<file path="src/abbp_pkg.sv">
// Purpose: shared constants, carriers and helpers for the block RAM burst slave
// Assumes: 32-bit AXI data, 12-bit byte address, one word per memory location
// Notes: check lane holds one even-parity bit per data byte
package abbp_pkg;
  localparam int ADDR_W = 12;
  localparam int DATA_W = 32;
  localparam int BYTE_W = 8;
  localparam int STRB_W = DATA_W / BYTE_W;
  localparam int LEN_W = 8;
  localparam int CHK_W = STRB_W;
  localparam int MWORD_W = DATA_W + CHK_W;
  localparam int MWE_W = STRB_W + 1;
  localparam int MADDR_W = 10;
  localparam int WORD_LSB = 2;
  localparam int CNT_W = 2;
  localparam int OCC_W = 3;
  localparam logic [CNT_W-1:0] PIPE_DEPTH = 2'h2;
  localparam logic [MWE_W-1:0] MWE_ALL = 5'h1F;
  localparam logic [1:0] BURST_FIXED = 2'h0;
  localparam logic [1:0] RESP_OKAY = 2'h0;

  typedef struct packed {
    logic [MADDR_W-1:0] waddr;
    logic [LEN_W-1:0] len;
    logic fixed;
  } abbp_req_t;

  typedef struct packed {
    logic [DATA_W-1:0] data;
    logic last;
  } abbp_rbeat_t;

  typedef enum logic [1:0] {
    RMW_IDLE = 2'b00,
    RMW_RD = 2'b01,
    RMW_WR = 2'b11
  } abbp_rmw_t;

  function automatic logic [MADDR_W-1:0] abbp_word(input logic [ADDR_W-1:0] a);
    return a[WORD_LSB +: MADDR_W];
  endfunction : abbp_word

  function automatic logic [CHK_W-1:0] abbp_chk(input logic [DATA_W-1:0] d);
    logic [CHK_W-1:0] c;
    c = '0;
    for (int i = 0; i < CHK_W; i++) begin
      c[i] = ^d[i*BYTE_W +: BYTE_W];
    end
    return c;
  endfunction : abbp_chk
endpackage : abbp_pkg

</file>
<file path="src/abbp_rskid.sv">
// Purpose: two-entry read data skid buffer in front of the read data channel
// Assumes: producer never pushes into a full buffer unless a pop happens that cycle
// Notes: head slot drives the channel directly from flops
`timescale 1ns/1ps
`default_nettype none
module abbp_rskid
  import abbp_pkg::*;
(
  input wire logic clk_i, // clock
  input wire logic rst_b_i, // async reset, active low
  input wire logic push_i, // beat arrives from memory
  input wire abbp_rbeat_t beat_i, // arriving beat
  input wire logic pop_i, // head taken by master
  output abbp_rbeat_t head_o, // head beat
  output logic vld_o, // head valid
  output logic [CNT_W-1:0] cnt_o // occupancy
);
  abbp_rbeat_t h_q, h_d, t_q, t_d;
  logic hv_q, hv_d, tv_q, tv_d;

  always_comb begin
    h_d = h_q;
    hv_d = hv_q;
    t_d = t_q;
    tv_d = tv_q;
    if (pop_i) begin
      h_d = t_q;
      hv_d = tv_q;
      tv_d = 1'b0;
    end
    if (push_i) begin
      if (!hv_d) begin
        h_d = beat_i;
        hv_d = 1'b1;
      end else begin
        t_d = beat_i;
        tv_d = 1'b1;
      end
    end
  end

  always_ff @(posedge clk_i or negedge rst_b_i) begin
    if (!rst_b_i) begin
      hv_q <= 1'b0;
      tv_q <= 1'b0;
    end else begin
      hv_q <= hv_d;
      tv_q <= tv_d;
    end
  end

  // payload needs no reset, valid bits guard it
  always_ff @(posedge clk_i) begin
    h_q <= h_d;
    t_q <= t_d;
  end

  assign head_o = h_q;
  assign vld_o = hv_q;
  assign cnt_o = CNT_W'(hv_q) + CNT_W'(tv_q);
endmodule : abbp_rskid
`default_nettype wire

</file>
<file path="src/abbp_ctrl.sv">
// Purpose: AXI4 slave turning write and read bursts into block RAM accesses
// Assumes: in-order single-ID master, full-width beats, INCR or FIXED addressing
// Notes: port A writes (and reads for ECC merge), port B reads; 1-cycle RAM latency
//
// Summary of operation
// At most two writes outstanding; AWREADY low while the write pipeline is full.
// When full, AWREADY returns only after the oldest write has completed.
// Master sends write data in address order; no interleaving.
// Before the address, at most one early data beat is taken, then WREADY drops.
// Early data only in dual-port mode with ECC off; otherwise wait for address.
// Data may be taken the cycle the address is taken; WREADY stays high through a burst (with ECC on it drops for two cycles after each beat).
// New write data only when the write data path is free.
// Write response never before the write data handshake of that write.
// Back-to-back pipelined bursts write memory with no idle cycles between them (with ECC on, one memory write every three cycles).
// Full write-port use only for multi-beat INCR or WRAP bursts above two beats; here every burst type and length gets it with ECC off.
// With ECC on, each beat is a read-modify-write so check bits stay right.
// ARREADY stays high until the read address pipeline fills.
// A read beat completes when RREADY is high in RVALID's first cycle.
// RREADY low halts reads and holds RDATA, RLAST and RVALID stable.
// Memory reads run at most two beats ahead of data the master took.
// Two-stage read pipeline; all memory and read channel outputs are registered.
// RREADY may precede RVALID; the skid buffer moves only on RVALID and RREADY.
// Read address pipeline is two deep; ARREADY resets high, drops only when full.
`timescale 1ns/1ps
`default_nettype none
module abbp_ctrl
  import abbp_pkg::*;
(
  input wire logic clk_i, // 40 MHz clock
  input wire logic rst_b_i, // async reset, active low
  input wire logic cfg_dual_port_i, // dual-port memory configuration
  input wire logic cfg_ecc_en_i, // ECC read-modify-write enable
  input wire logic [ADDR_W-1:0] awaddr_i, // write address
  input wire logic [LEN_W-1:0] awlen_i, // beats minus one
  input wire logic [1:0] awburst_i, // burst type
  input wire logic awvalid_i, // write address valid
  output logic awready_o, // write address ready
  input wire logic [DATA_W-1:0] wdata_i, // write data
  input wire logic [STRB_W-1:0] wstrb_i, // byte strobes
  input wire logic wlast_i, // last write beat
  input wire logic wvalid_i, // write data valid
  output logic wready_o, // write data ready
  output logic [1:0] bresp_o, // write response
  output logic bvalid_o, // write response valid
  input wire logic bready_i, // write response ready
  input wire logic [ADDR_W-1:0] araddr_i, // read address
  input wire logic [LEN_W-1:0] arlen_i, // beats minus one
  input wire logic [1:0] arburst_i, // burst type
  input wire logic arvalid_i, // read address valid
  output logic arready_o, // read address ready
  output logic [DATA_W-1:0] rdata_o, // read data
  output logic [1:0] rresp_o, // read response
  output logic rlast_o, // last read beat
  output logic rvalid_o, // read data valid
  input wire logic rready_i, // read data ready
  output logic mem_a_en_o, // port A enable
  output logic [MWE_W-1:0] mem_a_we_o, // port A byte and check-lane writes
  output logic [MADDR_W-1:0] mem_a_addr_o, // port A word address
  output logic [MWORD_W-1:0] mem_a_wdata_o, // port A write word
  input wire logic [MWORD_W-1:0] mem_a_rdata_i, // port A read word
  output logic mem_b_en_o, // port B enable
  output logic [MADDR_W-1:0] mem_b_addr_o, // port B word address
  input wire logic [DATA_W-1:0] mem_b_rdata_i // port B read data
);
  // ---- write path
  abbp_req_t awq_q [2];
  logic awq_wp_q, awq_rp_q;
  logic [CNT_W-1:0] awq_cnt_q, awq_cnt_d, out_cnt_q, out_cnt_d, bcnt_q, bcnt_d;
  logic awready_q, wready_q, bvalid_q, wready_d;
  logic act_q, act_d, fixed_q, fixed_d;
  logic [LEN_W-1:0] left_q, left_d;
  logic [MADDR_W-1:0] waddr_q, waddr_d;
  logic early_vld_q, early_vld_d;
  logic [DATA_W-1:0] early_data_q, rmw_data_q;
  logic [STRB_W-1:0] early_strb_q, rmw_strb_q;
  logic [MADDR_W-1:0] rmw_addr_q;
  logic rmw_last_q;
  abbp_rmw_t rmw_st_q, rmw_st_d;
  logic mem_a_en_q, mem_a_en_d;
  logic [MWE_W-1:0] mem_a_we_q, mem_a_we_d;
  logic [MADDR_W-1:0] mem_a_addr_q, mem_a_addr_d;
  logic [MWORD_W-1:0] mem_a_wdata_q, mem_a_wdata_d;
  logic [DATA_W-1:0] merged;

  wire aw_hs = awvalid_i & awready_q;
  wire w_hs = wvalid_i & wready_q;
  wire b_hs = bvalid_q & bready_i;
  wire early_ok = cfg_dual_port_i & ~cfg_ecc_en_i;
  wire abbp_req_t aw_new = '{waddr: abbp_word(awaddr_i), len: awlen_i, fixed: awburst_i == BURST_FIXED};
  wire abbp_req_t head = awq_q[awq_rp_q];
  wire beat_go = w_hs & act_q;
  wire ending = beat_go & (left_q == '0);
  wire start = (~act_q | ending) & (awq_cnt_q != '0);
  // an early beat is only ever held while idle, so it owns port A in the start cycle
  wire head_early = start & ~act_q & early_vld_q;
  wire early_end = head_early & (head.len == '0);
  wire early_cap = w_hs & ~act_q;
  wire ecc_beat = beat_go & cfg_ecc_en_i;
  wire wr_go = (beat_go & ~cfg_ecc_en_i) | head_early;
  wire [DATA_W-1:0] wr_data = head_early ? early_data_q : wdata_i;
  wire [STRB_W-1:0] wr_strb = head_early ? early_strb_q : wstrb_i;
  wire rmw_wr = rmw_st_q == RMW_WR;
  wire w_done = (wr_go & (ending | early_end)) | (rmw_wr & rmw_last_q);

  always_comb begin
    act_d = (start & ~early_end) | (act_q & ~ending);
    left_d = left_q;
    waddr_d = waddr_q;
    fixed_d = fixed_q;
    if (start) begin
      fixed_d = head.fixed;
      left_d = head_early ? head.len - 1'b1 : head.len;
      waddr_d = (head_early & ~head.fixed) ? head.waddr + 1'b1 : head.waddr;
    end else if (beat_go) begin
      left_d = left_q - 1'b1;
      waddr_d = fixed_q ? waddr_q : waddr_q + 1'b1;
    end
  end

  always_comb begin
    case (rmw_st_q)
      RMW_IDLE: rmw_st_d = ecc_beat ? RMW_RD : RMW_IDLE;
      RMW_RD: rmw_st_d = RMW_WR;
      RMW_WR: rmw_st_d = RMW_IDLE;
      default: rmw_st_d = RMW_IDLE;
    endcase
  end

  assign early_vld_d = early_cap | (early_vld_q & ~head_early);
  assign awq_cnt_d = awq_cnt_q + CNT_W'(aw_hs) - CNT_W'(start);
  assign out_cnt_d = out_cnt_q + CNT_W'(aw_hs) - CNT_W'(b_hs);
  assign bcnt_d = bcnt_q + CNT_W'(w_done) - CNT_W'(b_hs);
  // data path busy during a merge; early slot only while idle with nothing queued
  assign wready_d = (rmw_st_d == RMW_IDLE) &
    (act_d | (early_ok & ~early_vld_d & (awq_cnt_d == '0)));

  for (genvar g = 0; g < STRB_W; g++) begin : g_merge
    assign merged[g*BYTE_W +: BYTE_W] = rmw_strb_q[g] ? rmw_data_q[g*BYTE_W +: BYTE_W]
      : mem_a_rdata_i[g*BYTE_W +: BYTE_W];
  end

  assign mem_a_en_d = wr_go | ecc_beat | rmw_wr;
  assign mem_a_we_d = rmw_wr ? MWE_ALL : (wr_go ? {1'b0, wr_strb} : '0);
  assign mem_a_addr_d = rmw_wr ? rmw_addr_q : (head_early ? head.waddr : (beat_go ? waddr_q : mem_a_addr_q));
  assign mem_a_wdata_d = rmw_wr ? {abbp_chk(merged), merged} : {{CHK_W{1'b0}}, wr_data};

  always_ff @(posedge clk_i or negedge rst_b_i) begin
    if (!rst_b_i) begin
      awq_wp_q <= 1'b0;
      awq_rp_q <= 1'b0;
      awq_cnt_q <= '0;
      out_cnt_q <= '0;
      bcnt_q <= '0;
      awready_q <= 1'b1;
      wready_q <= 1'b0;
      bvalid_q <= 1'b0;
      act_q <= 1'b0;
      early_vld_q <= 1'b0;
      rmw_st_q <= RMW_IDLE;
      mem_a_en_q <= 1'b0;
      mem_a_we_q <= '0;
    end else begin
      awq_wp_q <= awq_wp_q ^ aw_hs;
      awq_rp_q <= awq_rp_q ^ start;
      awq_cnt_q <= awq_cnt_d;
      out_cnt_q <= out_cnt_d;
      bcnt_q <= bcnt_d;
      awready_q <= out_cnt_d < PIPE_DEPTH;
      wready_q <= wready_d;
      bvalid_q <= bcnt_d != '0;
      act_q <= act_d;
      early_vld_q <= early_vld_d;
      rmw_st_q <= rmw_st_d;
      mem_a_en_q <= mem_a_en_d;
      mem_a_we_q <= mem_a_we_d;
    end
  end

  // datapath flops; control flops above qualify them
  always_ff @(posedge clk_i) begin
    if (aw_hs) awq_q[awq_wp_q] <= aw_new;
    if (early_cap) early_data_q <= wdata_i;
    if (early_cap) early_strb_q <= wstrb_i;
    if (ecc_beat) rmw_data_q <= wdata_i;
    if (ecc_beat) rmw_strb_q <= wstrb_i;
    if (ecc_beat) rmw_addr_q <= waddr_q;
    if (ecc_beat) rmw_last_q <= ending;
    left_q <= left_d;
    waddr_q <= waddr_d;
    fixed_q <= fixed_d;
    mem_a_addr_q <= mem_a_addr_d;
    mem_a_wdata_q <= mem_a_wdata_d;
  end

  // ---- read path
  abbp_req_t arq_q [2];
  logic arq_wp_q, arq_rp_q, arready_q;
  logic [CNT_W-1:0] arq_cnt_q, arq_cnt_d, rsk_cnt;
  logic ract_q, ract_d, rfixed_q, rfixed_d;
  logic [LEN_W-1:0] rleft_q, rleft_d;
  logic [MADDR_W-1:0] raddr_q, raddr_d, mem_b_addr_q;
  logic iss_q, iss_last_q, ret_q, ret_last_q;
  logic rsk_vld;
  abbp_rbeat_t rsk_head;

  wire ar_hs = arvalid_i & arready_q;
  wire r_pop = rsk_vld & rready_i;
  wire abbp_req_t ar_new = '{waddr: abbp_word(araddr_i), len: arlen_i, fixed: arburst_i == BURST_FIXED};
  wire abbp_req_t rhead = arq_q[arq_rp_q];
  // beats issued or buffered but not yet taken by the master
  wire [OCC_W-1:0] r_pend = OCC_W'(rsk_cnt) + OCC_W'(iss_q) + OCC_W'(ret_q);
  wire [OCC_W-1:0] r_occ = r_pend - OCC_W'(r_pop);
  wire rd_go = ract_q & (r_occ < OCC_W'(PIPE_DEPTH));
  wire rend = rd_go & (rleft_q == '0);
  wire rstart = (~ract_q | rend) & (arq_cnt_q != '0);

  always_comb begin
    ract_d = rstart | (ract_q & ~rend);
    rleft_d = rleft_q;
    raddr_d = raddr_q;
    rfixed_d = rfixed_q;
    if (rstart) begin
      rleft_d = rhead.len;
      raddr_d = rhead.waddr;
      rfixed_d = rhead.fixed;
    end else if (rd_go) begin
      rleft_d = rleft_q - 1'b1;
      raddr_d = rfixed_q ? raddr_q : raddr_q + 1'b1;
    end
  end

  assign arq_cnt_d = arq_cnt_q + CNT_W'(ar_hs) - CNT_W'(rstart);

  always_ff @(posedge clk_i or negedge rst_b_i) begin
    if (!rst_b_i) begin
      arq_wp_q <= 1'b0;
      arq_rp_q <= 1'b0;
      arq_cnt_q <= '0;
      arready_q <= 1'b1;
      ract_q <= 1'b0;
      iss_q <= 1'b0;
      ret_q <= 1'b0;
    end else begin
      arq_wp_q <= arq_wp_q ^ ar_hs;
      arq_rp_q <= arq_rp_q ^ rstart;
      arq_cnt_q <= arq_cnt_d;
      arready_q <= arq_cnt_d < PIPE_DEPTH;
      ract_q <= ract_d;
      iss_q <= rd_go;
      ret_q <= iss_q;
    end
  end

  always_ff @(posedge clk_i) begin
    if (ar_hs) arq_q[arq_wp_q] <= ar_new;
    rleft_q <= rleft_d;
    raddr_q <= raddr_d;
    rfixed_q <= rfixed_d;
    iss_last_q <= rend;
    ret_last_q <= iss_last_q;
    if (rd_go) mem_b_addr_q <= raddr_q;
  end

  abbp_rskid u_rskid (
    .clk_i(clk_i),
    .rst_b_i(rst_b_i),
    .push_i(ret_q),
    .beat_i('{data: mem_b_rdata_i, last: ret_last_q}),
    .pop_i(r_pop),
    .head_o(rsk_head),
    .vld_o(rsk_vld),
    .cnt_o(rsk_cnt)
  );

  // responses are always OKAY; single flop keeps outputs registered
  logic resp_q;
  always_ff @(posedge clk_i or negedge rst_b_i) begin
    if (!rst_b_i) resp_q <= 1'b0;
    else resp_q <= 1'b0;
  end

  assign awready_o = awready_q;
  assign wready_o = wready_q;
  assign bvalid_o = bvalid_q;
  assign bresp_o = resp_q ? ~RESP_OKAY : RESP_OKAY;
  assign rresp_o = resp_q ? ~RESP_OKAY : RESP_OKAY;
  assign arready_o = arready_q;
  assign rvalid_o = rsk_vld;
  assign rdata_o = rsk_head.data;
  assign rlast_o = rsk_head.last;
  assign mem_a_en_o = mem_a_en_q;
  assign mem_a_we_o = mem_a_we_q;
  assign mem_a_addr_o = mem_a_addr_q;
  assign mem_a_wdata_o = mem_a_wdata_q;
  assign mem_b_en_o = iss_q;
  assign mem_b_addr_o = mem_b_addr_q;

  // ---- checks
  logic [CNT_W-1:0] wlast_seen_q;
  always_ff @(posedge clk_i or negedge rst_b_i) begin
    if (!rst_b_i) wlast_seen_q <= '0;
    else wlast_seen_q <= wlast_seen_q + CNT_W'(w_hs & wlast_i) - CNT_W'(b_hs);
  end
endmodule : abbp_ctrl
`default_nettype wire

</file>
<file path="config.mk">
export PLATFORM = sky130hd
export DESIGN_NAME = abbp_ctrl
export DESIGN_NICKNAME = d
export VERILOG_FILES = /design/src/abbp_pkg.sv /design/src/abbp_rskid.sv /design/src/abbp_ctrl.sv
export SDC_FILE = /design/constraint.sdc
export NUM_CORES = 1
export LEC_CHECK = 0
export ABC_AREA = 1
export BUFFER_PORTS_ARGS = -buffer_cell sky130_fd_sc_hd__buf_2
export CAP_MARGIN = 20
export CORE_AREA = 2 2 185 187
export CTS_CLUSTER_DIAMETER = 200
export CTS_CLUSTER_SIZE = 12
export DETAILED_ROUTE_END_ITERATION = 6
export DIE_AREA = 0 0 187 189
export PLACE_DENSITY = 0.65
export RECOVER_POWER = 50
export SYNTH_ARGS = -nofsm -noshare
export SYNTH_HDL_FRONTEND = slang
export SYNTH_SLANG_ARGS = --single-unit
</file>
<file path="constraint.sdc">
create_clock -name clk_i -period 10.6 [get_ports clk_i]
set_input_delay 0.53 -clock clk_i [delete_from_list [all_inputs] [get_ports clk_i]]
set_output_delay 0.53 -clock clk_i [all_outputs]
set_load 0.01 [all_outputs]
</file>
# Word level (Yosys, flattened, before mapping)
# Memories as Yosys holds them, arrays and structs flattened.
# Index checks and enable logic that the tools add are counted.
[op_classes]
bitwise_logic = 52
n_mul = 0
n_reduce_logical = 21
addsub = 18
n_eq_ne = 4
shift = 0
n_div = 0
muxes = 38
order_cmp = 3
[op_table]
columns = ["operator", "count"]
rows = [
  ["2-to-1 mux 10 bit", 10],
  ["2-to-1 mux 33 bit", 3],
  ["2-to-1 mux 8 bit", 9],
  ["2-to-1 mux 32 bit", 2],
  ["XOR reduction 8 bit", 4],
  ["adder 10 x 1 -> 10 bit (second input constant)", 3],
  ["AND 1 bit", 28],
  ["zero test 8 bit", 3],
  ["subtractor 8 x 1 -> 8 bit (second input constant)", 3],
  ["OR 1 bit", 11],
  ["zero test 2 bit", 5],
  ["2-to-1 mux 1 bit", 10],
  ["nonzero test 2 bit", 5],
  ["inverter 1 bit", 9],
  ["adder 2 x 1 -> 2 bit", 4],
  ["2-to-1 mux 4 bit", 2],
  ["subtractor 2 x 1 -> 2 bit", 4],
  ["AND reduction 2 bit", 3],
  ["2-to-1 mux 5 bit", 1],
  ["< comparator 2 bit (second input constant)", 2],
  ["inequality test 2 x 1 -> 1 bit (second input constant)", 2],
  ["case mux 2 bit (2 select lines)", 1],
  ["XOR 1 bit", 4],
  ["adder 2 x 1 -> 3 bit", 1],
  ["other kinds (7)", 7],
]
[totals]
output_inout_bits = 105
input_bits = 158
memories = 2
rom_bits = 0
reg_bits = 276
elab_cells = 182
ram_bits = 76
latchBits = 0
[memory_table]
columns = ["name", "words", "width", "rd", "rd_clocked_by_memory_dff", "write_ports", "line", "source"]
rows = [
  ["arq_q", 2, 19, 1, 0, 1, "abbp_ctrl.sv:196", "abbp_req_t arq_q [2];"],
  ["awq_q", 2, 19, 1, 0, 1, "abbp_ctrl.sv:66", "abbp_req_t awq_q [2];"],
]

# Longest topological paths before layout
# Gate-level depths: netlist of the first run.
[logic_depth]
ltp_word = 15
ltp_mapped = 23

# By module
# From an unflattened synthesis of the first run, not the netlist that was laid out.
[unflattened]
hier_cells = 1544
area_unflattened_um2 = 15442.3
[by_module_without_submodules]
columns = ["mod", "cells_each", "instances", "seq_area_each_um2", "area_per_inst_um2"]
rows = [
  ["abbp_ctrl", 1247, 1, 8005.2, 12736.0],
  ["abbp_rskid", 297, 1, 1701.6, 2706.3],
]

# Least setup slack after synthesis of the first run
# OpenSTA, ideal clock, no wires.
[synth_path]
path_kind = "input-to-reg"
startpoint = "input rready_i"
endpoint = "register raddr_q[0] (enable)"
path_buffers = 3
path_stages = 16
setup_slack_ns = 6.192
arrival_ns = 4.017
cell_sequence = "nand2_1 -> clkinv_1 -> clkbuf_1 -> ha_1 -> fa_1 -> inv_1 -> nand2_1 -> fa_1 -> nand2_1 -> nor2_1 -> nand2_1 -> nand2_1 -> nand2_1 -> buf_2 -> buf_2 -> o21ai_0"
[synth_between]
elab_chain_cells = 9
word_cells_on_any_way = 10
[synth_lines]
columns = ["element", "line", "source"]
rows = [
  ["start, declared", "abbp_ctrl.sv:55", "input wire logic rready_i,"],
  ["AND 1 bit *", "abbp_ctrl.sv:207", "wire r_pop = rsk_vld & rready_i;"],
  ["subtractor 3 x 1 -> 3 bit *", "abbp_ctrl.sv:212", "wire [OCC_W-1:0] r_occ = r_pend - OCC_W'(r_pop);"],
  ["< comparator 3 x 2 -> 1 bit *", "abbp_ctrl.sv:213", "wire rd_go = ract_q & (r_occ < OCC_W'(PIPE_DEPTH));"],
  ["AND 1 bit *", "abbp_ctrl.sv:213", ""],
  ["net rd_go", "abbp_ctrl.sv:213", ""],
  ["AND 1 bit", "abbp_ctrl.sv:214", "wire rend = rd_go & (rleft_q == '0);"],
  ["OR 1 bit", "abbp_ctrl.sv:215", "wire rstart = (~ract_q | rend) & (arq_cnt_q != '0);"],
  ["AND 1 bit", "abbp_ctrl.sv:215", ""],
  ["inequality test 2 x 1 -> 1 bit (no source line) / nonzero test 2 bit (equally long branches)", "n/a", ""],
  ["AND reduction 2 bit (no source line) *", "n/a", ""],
  ["end signal, assigned", "abbp_ctrl.sv:257", "raddr_q <= raddr_d;"],
  ["end, declared", "abbp_ctrl.sv:201", "logic [MADDR_W-1:0] raddr_q, raddr_d, mem_b_addr_q;"],
]
# The timed path passes the listed nets; every way through them passes the cells marked *.
# A chain may end at the register's enable or synchronous reset.

# Worst setup path after layout of the first run
[layout_path]
startpoint = "register u_rskid.hv_q (netlist: u_rskid.vld_o)"
endpoint = "register arready_q (netlist: arready_o)"
[layout_between]
elab_chain_cells = 11
word_cells_on_any_way = 12
[layout_lines]
columns = ["element", "line", "source"]
rows = [
  ["start, declared", "abbp_rskid.sv:19", "logic hv_q, hv_d, tv_q, tv_d;"],
  ["start signal, assigned", "abbp_rskid.sv:47", "hv_q <= hv_d;"],
  ["adder 1 x 1 -> 2 bit", "abbp_rskid.sv:60", "assign cnt_o = CNT_W'(hv_q) + CNT_W'(tv_q);"],
  ["adder 2 x 1 -> 3 bit", "abbp_ctrl.sv:211", "wire [OCC_W-1:0] r_pend = OCC_W'(rsk_cnt) + OCC_W'(iss_q) + OCC_W'(ret_q);"],
  ["adder 3 x 1 -> 3 bit", "abbp_ctrl.sv:211", ""],
  ["subtractor 3 x 1 -> 3 bit *", "abbp_ctrl.sv:212", ""],
  ["< comparator 3 x 2 -> 1 bit *", "abbp_ctrl.sv:213", ""],
  ["AND 1 bit *", "abbp_ctrl.sv:213", ""],
  ["net rd_go", "abbp_ctrl.sv:213", ""],
  ["AND 1 bit *", "abbp_ctrl.sv:214", ""],
  ["OR 1 bit *", "abbp_ctrl.sv:215", ""],
  ["AND 1 bit *", "abbp_ctrl.sv:215", ""],
  ["subtractor 2 x 1 -> 2 bit *", "abbp_ctrl.sv:232", "assign arq_cnt_d = arq_cnt_q + CNT_W'(ar_hs) - CNT_W'(rstart);"],
  ["net arq_cnt_d[1]", "abbp_ctrl.sv:198", "logic [CNT_W-1:0] arq_cnt_q, arq_cnt_d, rsk_cnt;"],
  ["< comparator 2 bit *", "abbp_ctrl.sv:247", "arready_q <= arq_cnt_d < PIPE_DEPTH;"],
  ["end signal, assigned", "abbp_ctrl.sv:247", ""],
  ["end, declared", "abbp_ctrl.sv:197", "logic arq_wp_q, arq_rp_q, arready_q;"],
]
# Marked as above.

==> results of run 1 <==
==> how the worst min path moves through the flow <==
| stage | startpoint | end | slack [ns] | cells past startpoint |
|---|---|---|---|---|
| floorplan | rst_b_i | act_q | 0.23 | 0 |
| global placement | iss_last_q | ret_last_q | 0.33 | 0 |
| detailed placement | iss_last_q | ret_last_q | 0.33 | 0 |
| CTS | rst_b_i | bvalid_o | 0.15 | 1 |
| global route | arlen_i[4] | arq_q[0][5] | 0.19 | 1 |
| finish | awaddr_i[4] | awq_q[0][11] | 0.21 | 1 |
==> through the flow <==
stage | setup WS [ns] | power, uW
after floorplan | 6.192 | 2861
after global placement | 4.746 | 3258
after detailed placement | 4.589 | 3299
after CTS | 4.837 | 4465
after global routing | 5.329 | 4671
final | 5.894 | 4385
==> worst register-to-register path, cell delays in order, from the launching register on <==
cell and delay (ns):
dfrtp_1 0.40, nand2_1 0.09, clkinv_1 0.21, ha_1 0.36, fa_1 0.44, inv_1 0.06
nand2_1 0.06, fa_1 0.49, nand2_1 0.05, nor2_1 0.73, nand2_1 0.20, nand2_1 0.12
nand2_1 0.52, nand2_1 0.20, nand2_1 0.07, ha_1 0.18, xor2_1 0.15, nand3b_1 0.15
nand2_1 0.11, inv_1 0.04
==> Yosys cell counts, types with 2 or more instances <==
| library cell | n | area (sq um) |
|---|---|---|
| nand2_1 | 403 | 1513 |
| edfxtp_1 | 250 | 7507 |
| nor2_1 | 167 | 626.9 |
| inv_1 | 131 | 491.7 |
| dfxtp_1 | 71 | 1421 |
| o21ai_0 | 70 | 350.3 |
| a31oi_1 | 69 | 431.7 |
| nand3_1 | 44 | 220.2 |
| dfrtp_1 | 29 | 725.7 |
| a21oi_1 | 28 | 140.1 |
| buf_2 | 25 | 125.1 |
| xor2_1 | 23 | 201.4 |
| ha_1 | 19 | 237.7 |
| clkbuf_1 | 18 | 67.56 |
| xnor2_1 | 17 | 148.9 |
| o21ai_1 | 9 | 45.04 |
| or2_2 | 8 | 50.05 |
| buf_1 | 6 | 22.52 |
| buf_4 | 6 | 45.04 |
| nand3b_1 | 5 | 37.54 |
| o21a_1 | 5 | 37.54 |
| o31ai_1 | 5 | 37.54 |
| buf_6 | 4 | 45.04 |
| mux2i_1 | 4 | 40.04 |
| nand4_1 | 4 | 25.02 |
| nor3_1 | 4 | 20.02 |
| inv_2 | 3 | 11.26 |
| nor2_2 | 3 | 18.77 |
| o22ai_1 | 3 | 18.77 |
| clkinv_1 | 2 | 7.510 |
| dfstp_2 | 2 | 52.55 |
| fa_1 | 2 | 40.04 |
| nand3_2 | 2 | 20.02 |
| nor3b_1 | 2 | 15.01 |
| o211ai_1 | 2 | 15.01 |
==> power by group <==
part | leakage, uW | switching, uW | internal [uW]
registers | 0.00327 | 159 | 1930
logic | 0.00341 | 759 | 385
clock network | 0.000489 | 503 | 650
total | 0.00717 | 1420 | 2960
==> per-layer routing <==
metal | GRT usage (%) | up-vias | part of all wire (%)
met5 | 0 | - | 0
met4 | 7.082 | 0 | 3.2
met3 | 3.021 | 67 | 5.2
met2 | 30.18 | 287 | 47
met1 | 25.03 | 4884 | 45
li1 | - | 5317 | -
==> registers in the layout, indices dropped and copies added, names as in the netlist, 2 cells and up <==
name            count
u_rskid.t_q        33
rmw_st_q            2
left_q              8
mem_b_addr_o       10
u_rskid.head_o     33
early_data_q       32
mem_a_wdata_o      36
rleft_q             8
raddr_q            10
awq_cnt_q           2
arq_cnt_q           2
early_strb_q        4
rmw_data_q         32
rmw_strb_q          4
waddr_q            10
arq_q              38
awq_q              38
out_cnt_q           2
mem_a_we_o          5
mem_a_addr_o       10
bcnt_q              2
rmw_addr_q         10
==> layout by cell type (no fill, tap or decap), types with 8 or more instances in the layout <==
cell / instances
a21oi_1: 28
a31oi_1: 69
buf_2: 92
buf_4: 8
clkbuf_1: 181
clkbuf_16: 37
dfrtp_1: 29
dfxtp_1: 71
edfxtp_1: 250
ha_1: 19
inv_1: 129
nand2_1: 401
nand3_1: 45
nor2_1: 167
o21ai_0: 70
o21ai_1: 9
or2_2: 8
xnor2_1: 17
xor2_1: 23
==> cell families (layout without fill, tap and decap cells) <==
family | count (synthesis) | count (layout) | synth area share (%)
buffers and inverters | 195 | 458 | 5.484
multiplexers | 4 | 4 | 0.2692
flip-flops | 352 | 352 | 65.25
other | 1 | 7 | 0.02521
AND/OR/NAND/NOR | 647 | 647 | 17.39
XOR/XNOR | 40 | 40 | 2.355
AO/OA/AOI/OAI | 193 | 193 | 7.360
adder cells (fa/ha/maj) | 21 | 21 | 1.867
==> final cells by class <==
| type | instances | area, sq um |
|---|---|---|
| multi-input combinational | 909 | 4364 |
| tap | 448 | 560.5 |
| inverter | 136 | 510.5 |
| timing repair buffer | 260 | 1161 |
| antenna | 3 | 7.507 |
| clock buffer | 61 | 1016 |
| clock inverter | 1 | 8.758 |
| sequential | 352 | 9707 |
| fill | 3070 | 15950 |
==> impl_metrics.tcl, run 1 <==
set metrics [dict create \
    reg2reg_from "u_rskid.vld_o" \
    grt_max_degree 80 \
    ys_ff_latch 352 \
    fin_area_sq_mm 0.01734 \
    crit_cells 19 \
    rsz0062_at_grt "false" \
    setup_violations 0 \
    yosysUniqueCellTypes 43 \
    endpoint_kind "flip-flop" \
    r2r-end "arready_o" \
    power.density_mw_per_mm2 253.0 \
    grtUsageTotal_pct 18.52 \
    cp.buffers_inverters 3 \
    hpwl_um 21850 \
    rows 67 \
    port_buffers 249 \
    status "finished with violations" \
    syn_to_final_growth_pct 16.54 \
    placed_cell_area_sq_mm 0.01647 \
    cts_max_level 2 \
    min_period_ns 4.706 \
    start_kind "flip-flop" \
    cp_slowest_cell "nor2_1" \
    antenna_found_initial 2 \
    clock-skew-final_ns 0.01489 \
    dieWidth_um 187 \
    drt-pass1-iter-count 5 \
    dr_total_vias 10560 \
    synthArstFlopShare_pct 8.807 \
    gp_congestion 0.7939 \
    first_global_vias 10170 \
    drc 0 \
    clk_pin_slew_ns 0.06 \
    slew_violations 69 \
    cts_root_buf "clkbuf_16" \
    cp_cell_sequence "nand2_1, clkinv_1, ha_1, fa_1, inv_1, nand2_1, fa_1, nand2_1, nor2_1, nand2_1, nand2_1, nand2_1, nand2_1, nand2_1, ha_1, xor2_1, nand3b_1, nand2_1, inv_1" \
    ctsHoldBuffers 0 \
    die-area_sq_mm 0.03534 \
    ctsResizeCount 0 \
    postCtsSetupRepairBufs 0 \
    drt_iter0_drc 782 \
    violations "capacitance limit, slew limit" \
    clock_latency_ns 0.51 \
    fmax_mhz 212.5 \
    wl_per_cell_um 15.21 \
    initial_core_util_pct 44.70 \
    startpoint "u_rskid.vld_o" \
    nNetsFinal 1873 \
    cts.path.max_buffers 3 \
    placedCellCount 2103 \
    cts_tree "done" \
    slew_headroom_pct -62.41 \
    fin_tns_setup_ns 0 \
    worst-path-max-fanout 29 \
    crit_top_cell "nand2_1" \
    worstPathArrival_ns 5.15 \
    stdcell_count 2170 \
    synth_ff_type "edfxtp_1" \
    synth_warnings 0 \
    via_per_inst 4.864 \
    grt_pass1_wl_um 52490 \
    rr_worst_depth 19 \
    final_core_util_pct 52.09 \
    synth_area_per_cell_sq_um 10.24 \
    endpoint "arready_o" \
    core_area_sq_mm 0.03328 \
    clock-sinks 352 \
    wirelength_um 33010 \
    leakagePower_uw 0.007168 \
    antenna_left 0 \
    cts_made_buffers 35 \
    period_share_pct 44.39 \
    cp_top_family "simple AND/OR/NAND/NOR gates" \
    overflow 0 \
    hp-class "in2reg" \
    slowest_delay_ns 0.73 \
    crit_type "reg2reg" \
    synth-edff-count 250 \
    rrSetupSlack_ns 5.89 \
    worstMarginPinSlew_ns 2.436 \
    synthCells 1453 \
    die-height_um 189 \
    ioPinCount 263 \
    synth_area_sq_mm 0.01488 \
    ir_worst_vdd_mv 0.1622 \
    drv_cap 2 \
    hold_violations 0 \
    worstPathRequired_ns 11.04 \
    layout-drive-gt1-share_pct 9.540 \
    holdWs_ns 0.2084 \
    yosysSeqAreaShare_pct 65.25 \
]
Power figures use the tool's default switching activity.
==> run 2: changes to the inputs <==
Settings changed: ABC_AREA 1 to 0, CORE_AREA 2 2 185 187 to 2 2 182 184, DIE_AREA 0 0 187 189 to 0 0 184 186.
Clock period 10.6 ns to 4.4 ns, I/O delays scaled along.
==> run 2 against run 1 <==
  * The flow still finishes with violations (capacitance limit, slew limit)
  * Area after synthesis decreased by 3.1%
  * Register-to-register slack got worse by 5.4 ns
  * Core utilization grew 3.7 points
  * Die area shrank 3.2%
  * Sequential power rose by 140%
  * Worst setup slack worse by 5.4 ns
  * Hold slack lost 0.19 ns
  * Largest power group unchanged
  * Cell count decreased by 15%
  * Critical path depth is 2 lower
  * Combinational power increased by 140%
  * Via count is 14% lower
  * Fmax is 20% higher
==> impl_metrics.tcl, run 2 <==
set metrics [dict create \
    crit_type "reg2reg" \
    clk_pin_slew_ns 0.07 \
    core_area_sq_mm 0.03221 \
    gp_congestion 0.7955 \
    drc 0 \
    clock-sinks 352 \
    status "finished with violations" \
    placed_cell_area_sq_mm 0.01607 \
    worst_slack_ns 0.4687 \
    grt.met2_usage_pct 29.24 \
    slowest_delay_ns 0.43 \
    fin_tns_setup_ns 0 \
    start_kind "flip-flop" \
    yosysTopAreaCell "edfxtp_1" \
    layout-drive-gt1-share_pct 10.89 \
    clock-skew-final_ns 0.01314 \
    diodes 0 \
    top_usage_layer "met2" \
    die-height_um 186 \
    fillers 2748 \
    period_share_pct 89.35 \
    ir_worst_vdd_mv 0.3554 \
    initial_core_util_pct 44.75 \
    fin_area_sq_mm 0.01795 \
    cts.path.max_buffers 3 \
    violations "capacitance limit, slew limit" \
    wirelength_um 30710 \
    cts_tree "done" \
    port_buffers 249 \
    p_int_uw 7223 \
    synth_area_sq_mm 0.01441 \
    nNetsFinal 1585 \
    gr-usage-met1_pct 23.66 \
    worstPathArrival_ns 4.32 \
    pwr-share-comb_pct 26.1 \
    cp.buffers_inverters 2 \
    worst-path-max-fanout 9 \
    grtUsageTotal_pct 17.68 \
    cts_root_buf "clkbuf_16" \
    synth.area.top_cells "edfxtp_1 52%, dfxtp_1 9.9%, mux2i_1 8.7%" \
    overflow 0 \
    rows 66 \
    wl_per_cell_um 16.69 \
    grt_use_met3_pct 3.835 \
    ys_ff_latch 352 \
    cp_slowest_cell "fa_1" \
    yosysSeqAreaShare_pct 67.36 \
    hp-class "in2reg" \
    hold_violations 0 \
    power.density_mw_per_mm2 586.8 \
    power_frac_seq_pct 47.7 \
    antenna_left 0 \
    rrSetupSlack_ns 0.47 \
    yosysUniqueCellTypes 60 \
    grt_max_degree 75 \
    synthCells 1044 \
    endpoint_kind "flip-flop" \
    dr_total_vias 9095 \
    via_per_inst 4.943 \
    holdWs_ns 0.01367 \
    cts_made_buffers 35 \
    dieWidth_um 184 \
    final_cell_mix "250 x edfxtp_1, 220 x clkbuf_1, 125 x mux2i_1, 108 x dlygate4sd3_1, 105 x nand2_1" \
    die-area_sq_mm 0.03422 \
    antenna_found_initial 1 \
    clock_latency_ns 0.51 \
    synth-edff-count 250 \
    rsz0062_at_grt "false" \
    cts_max_level 2 \
    slew_violations 103 \
    worstMarginPinSlew_ns 2.588 \
    ctsResizeCount 0 \
    regArea_sq_mm 0.009707 \
    min_period_ns 3.931 \
    drv_cap 3 \
    leakagePower_uw 0.006688 \
    synth_warnings 0 \
    synthArstFlopShare_pct 8.807 \
    synth_ff_type "edfxtp_1" \
    multi_input_area_sq_mm 0.004410 \
    grt_pass1_wl_um 47420 \
    ioPinCount 263 \
    synth_area_per_cell_sq_um 13.80 \
    drt-pass1-iter-count 5 \
    synthTopCellsByCount "250 x edfxtp_1, 125 x mux2i_1, 108 x nand2_1, 91 x o21ai_0, 71 x dfxtp_1" \
    crit_top_cell "nand3_1" \
    setup_violations 0 \
    fmax_mhz 254.4 \
    cp_top_family "adder cells" \
    hpwl_um 20100 \
    first_global_vias 8979 \
    p_sw_share_pct 31.43 \
    yosysMostFrequentCell "edfxtp_1" \
    syn_to_final_growth_pct 24.57 \
    final_common_cell "edfxtp_1" \
    power_uw 10530 \
    pwr-share-clk_pct 26.2 \
    drt_iter0_drc 605 \
    synth_top_area_share_pct 52.09 \
    worstPathRequired_ns 4.79 \
    cp_cell_sequence "nand2_2, inv_1, ha_1, fa_1, nand2b_1, fa_1, xor2_1, nand3_1, o31ai_4, o21ai_2, clkinv_2, xnor2_1, ha_1, nand3_1, or4_1, nand3_1, nor2_1" \
    switching_power_uw 3310 \
    slew_headroom_pct -72.54 \
    dp_slack_ns 0.4916 \
]
[run 2: final timing paths]
path                                     from            to  depth (start not counted)
worst max-delay path            u_rskid.vld_o  arq_cnt_q[1]                         17
worst min-delay path             awburst_i[1]   awq_q[1][0]                          2
worst max register to register  u_rskid.vld_o  arq_cnt_q[1]                         17
worst min register to register     iss_last_q    ret_last_q                          0
max in group asynchronous             rst_b_i      arq_rp_q                          2
min in group asynchronous             rst_b_i  out_cnt_q[1]                          2
[run 2: power groups by stage]
stage | clock network [uW] | logic [uW] | registers [uW]
floorplan | 0 | 1650 | 5170
global placement | 0 | 2720 | 5060
detailed placement | 0 | 2780 | 5090
CTS | 2840 | 2870 | 5020
global route | 2970 | 3110 | 5120
finish | 2760 | 2740 | 5020
[run 2: cell families (layout without fill, tap and decap cells)]
kind of cell,count (synthesis),in the layout,share of synthesized area (%)
buffers and inverters,77,462,2.335
muxes,162,162,11.60
adders and majority gates,21,21,1.927
xor gates and xnor gates,78,78,4.740
and+or+nand+nor,219,219,6.755
AOI/OAI and AO/OA,134,134,5.261
other,1,4,0.02602
DFF,352,352,67.36
[run 2: stage by stage]
| step | utilization, % | std cells |
|---|---|---|
| 6_report | 55.74 | 1840 |
| 5_1_grt | 55.74 | 1840 |
| 4_1_cts | 56.46 | 1839 |
| 3_5_place_dp | 49.91 | 1668 |
| 3_3_place_gp | 49.91 | 1668 |
| 2_1_floorplan | - | 1047 |
[run 2: what timing repair did]
action	4_1_cts	5_1_grt
buffers inserted	0	0
endpoints found under the hold margin	241	0
hold buffers	108	0
[run 2: layout make-up]
| class | instances | share of cell area, % |
|---|---|---|
| Clock buffer | 62 | 5.680 |
| Sequential cell | 352 | 54.07 |
| Multi-Input combinational cell | 618 | 24.57 |
| Timing Repair Buffer | 370 | 12.18 |
| Inverter | 29 | 0.6133 |
| Clock inverter | 1 | 0.04879 |
| Tap cell | 408 | 2.844 |
[run 2: routing by layer]
layer / share of wire (%) / vias up
met5: 0.046 / -
li1: - / 4492
met3: 5.7 / 46
met2: 46 / 224
met4: 2.1 / 2
met1: 46 / 4331
[run 2: worst reg2reg max path: stages, from the launching register on]
cell      delay [ns]
dfrtp_1         0.40
nand2_2         0.07
inv_1           0.05
ha_1            0.28
fa_1            0.43
nand2b_1        0.17
fa_1            0.37
xor2_1          0.15
nand3_1         0.33
o31ai_4         0.37
o21ai_2         0.12
clkinv_2        0.07
xnor2_1         0.11
ha_1            0.24
nand3_1         0.08
or4_1           0.41
nand3_1         0.10
nor2_1          0.05
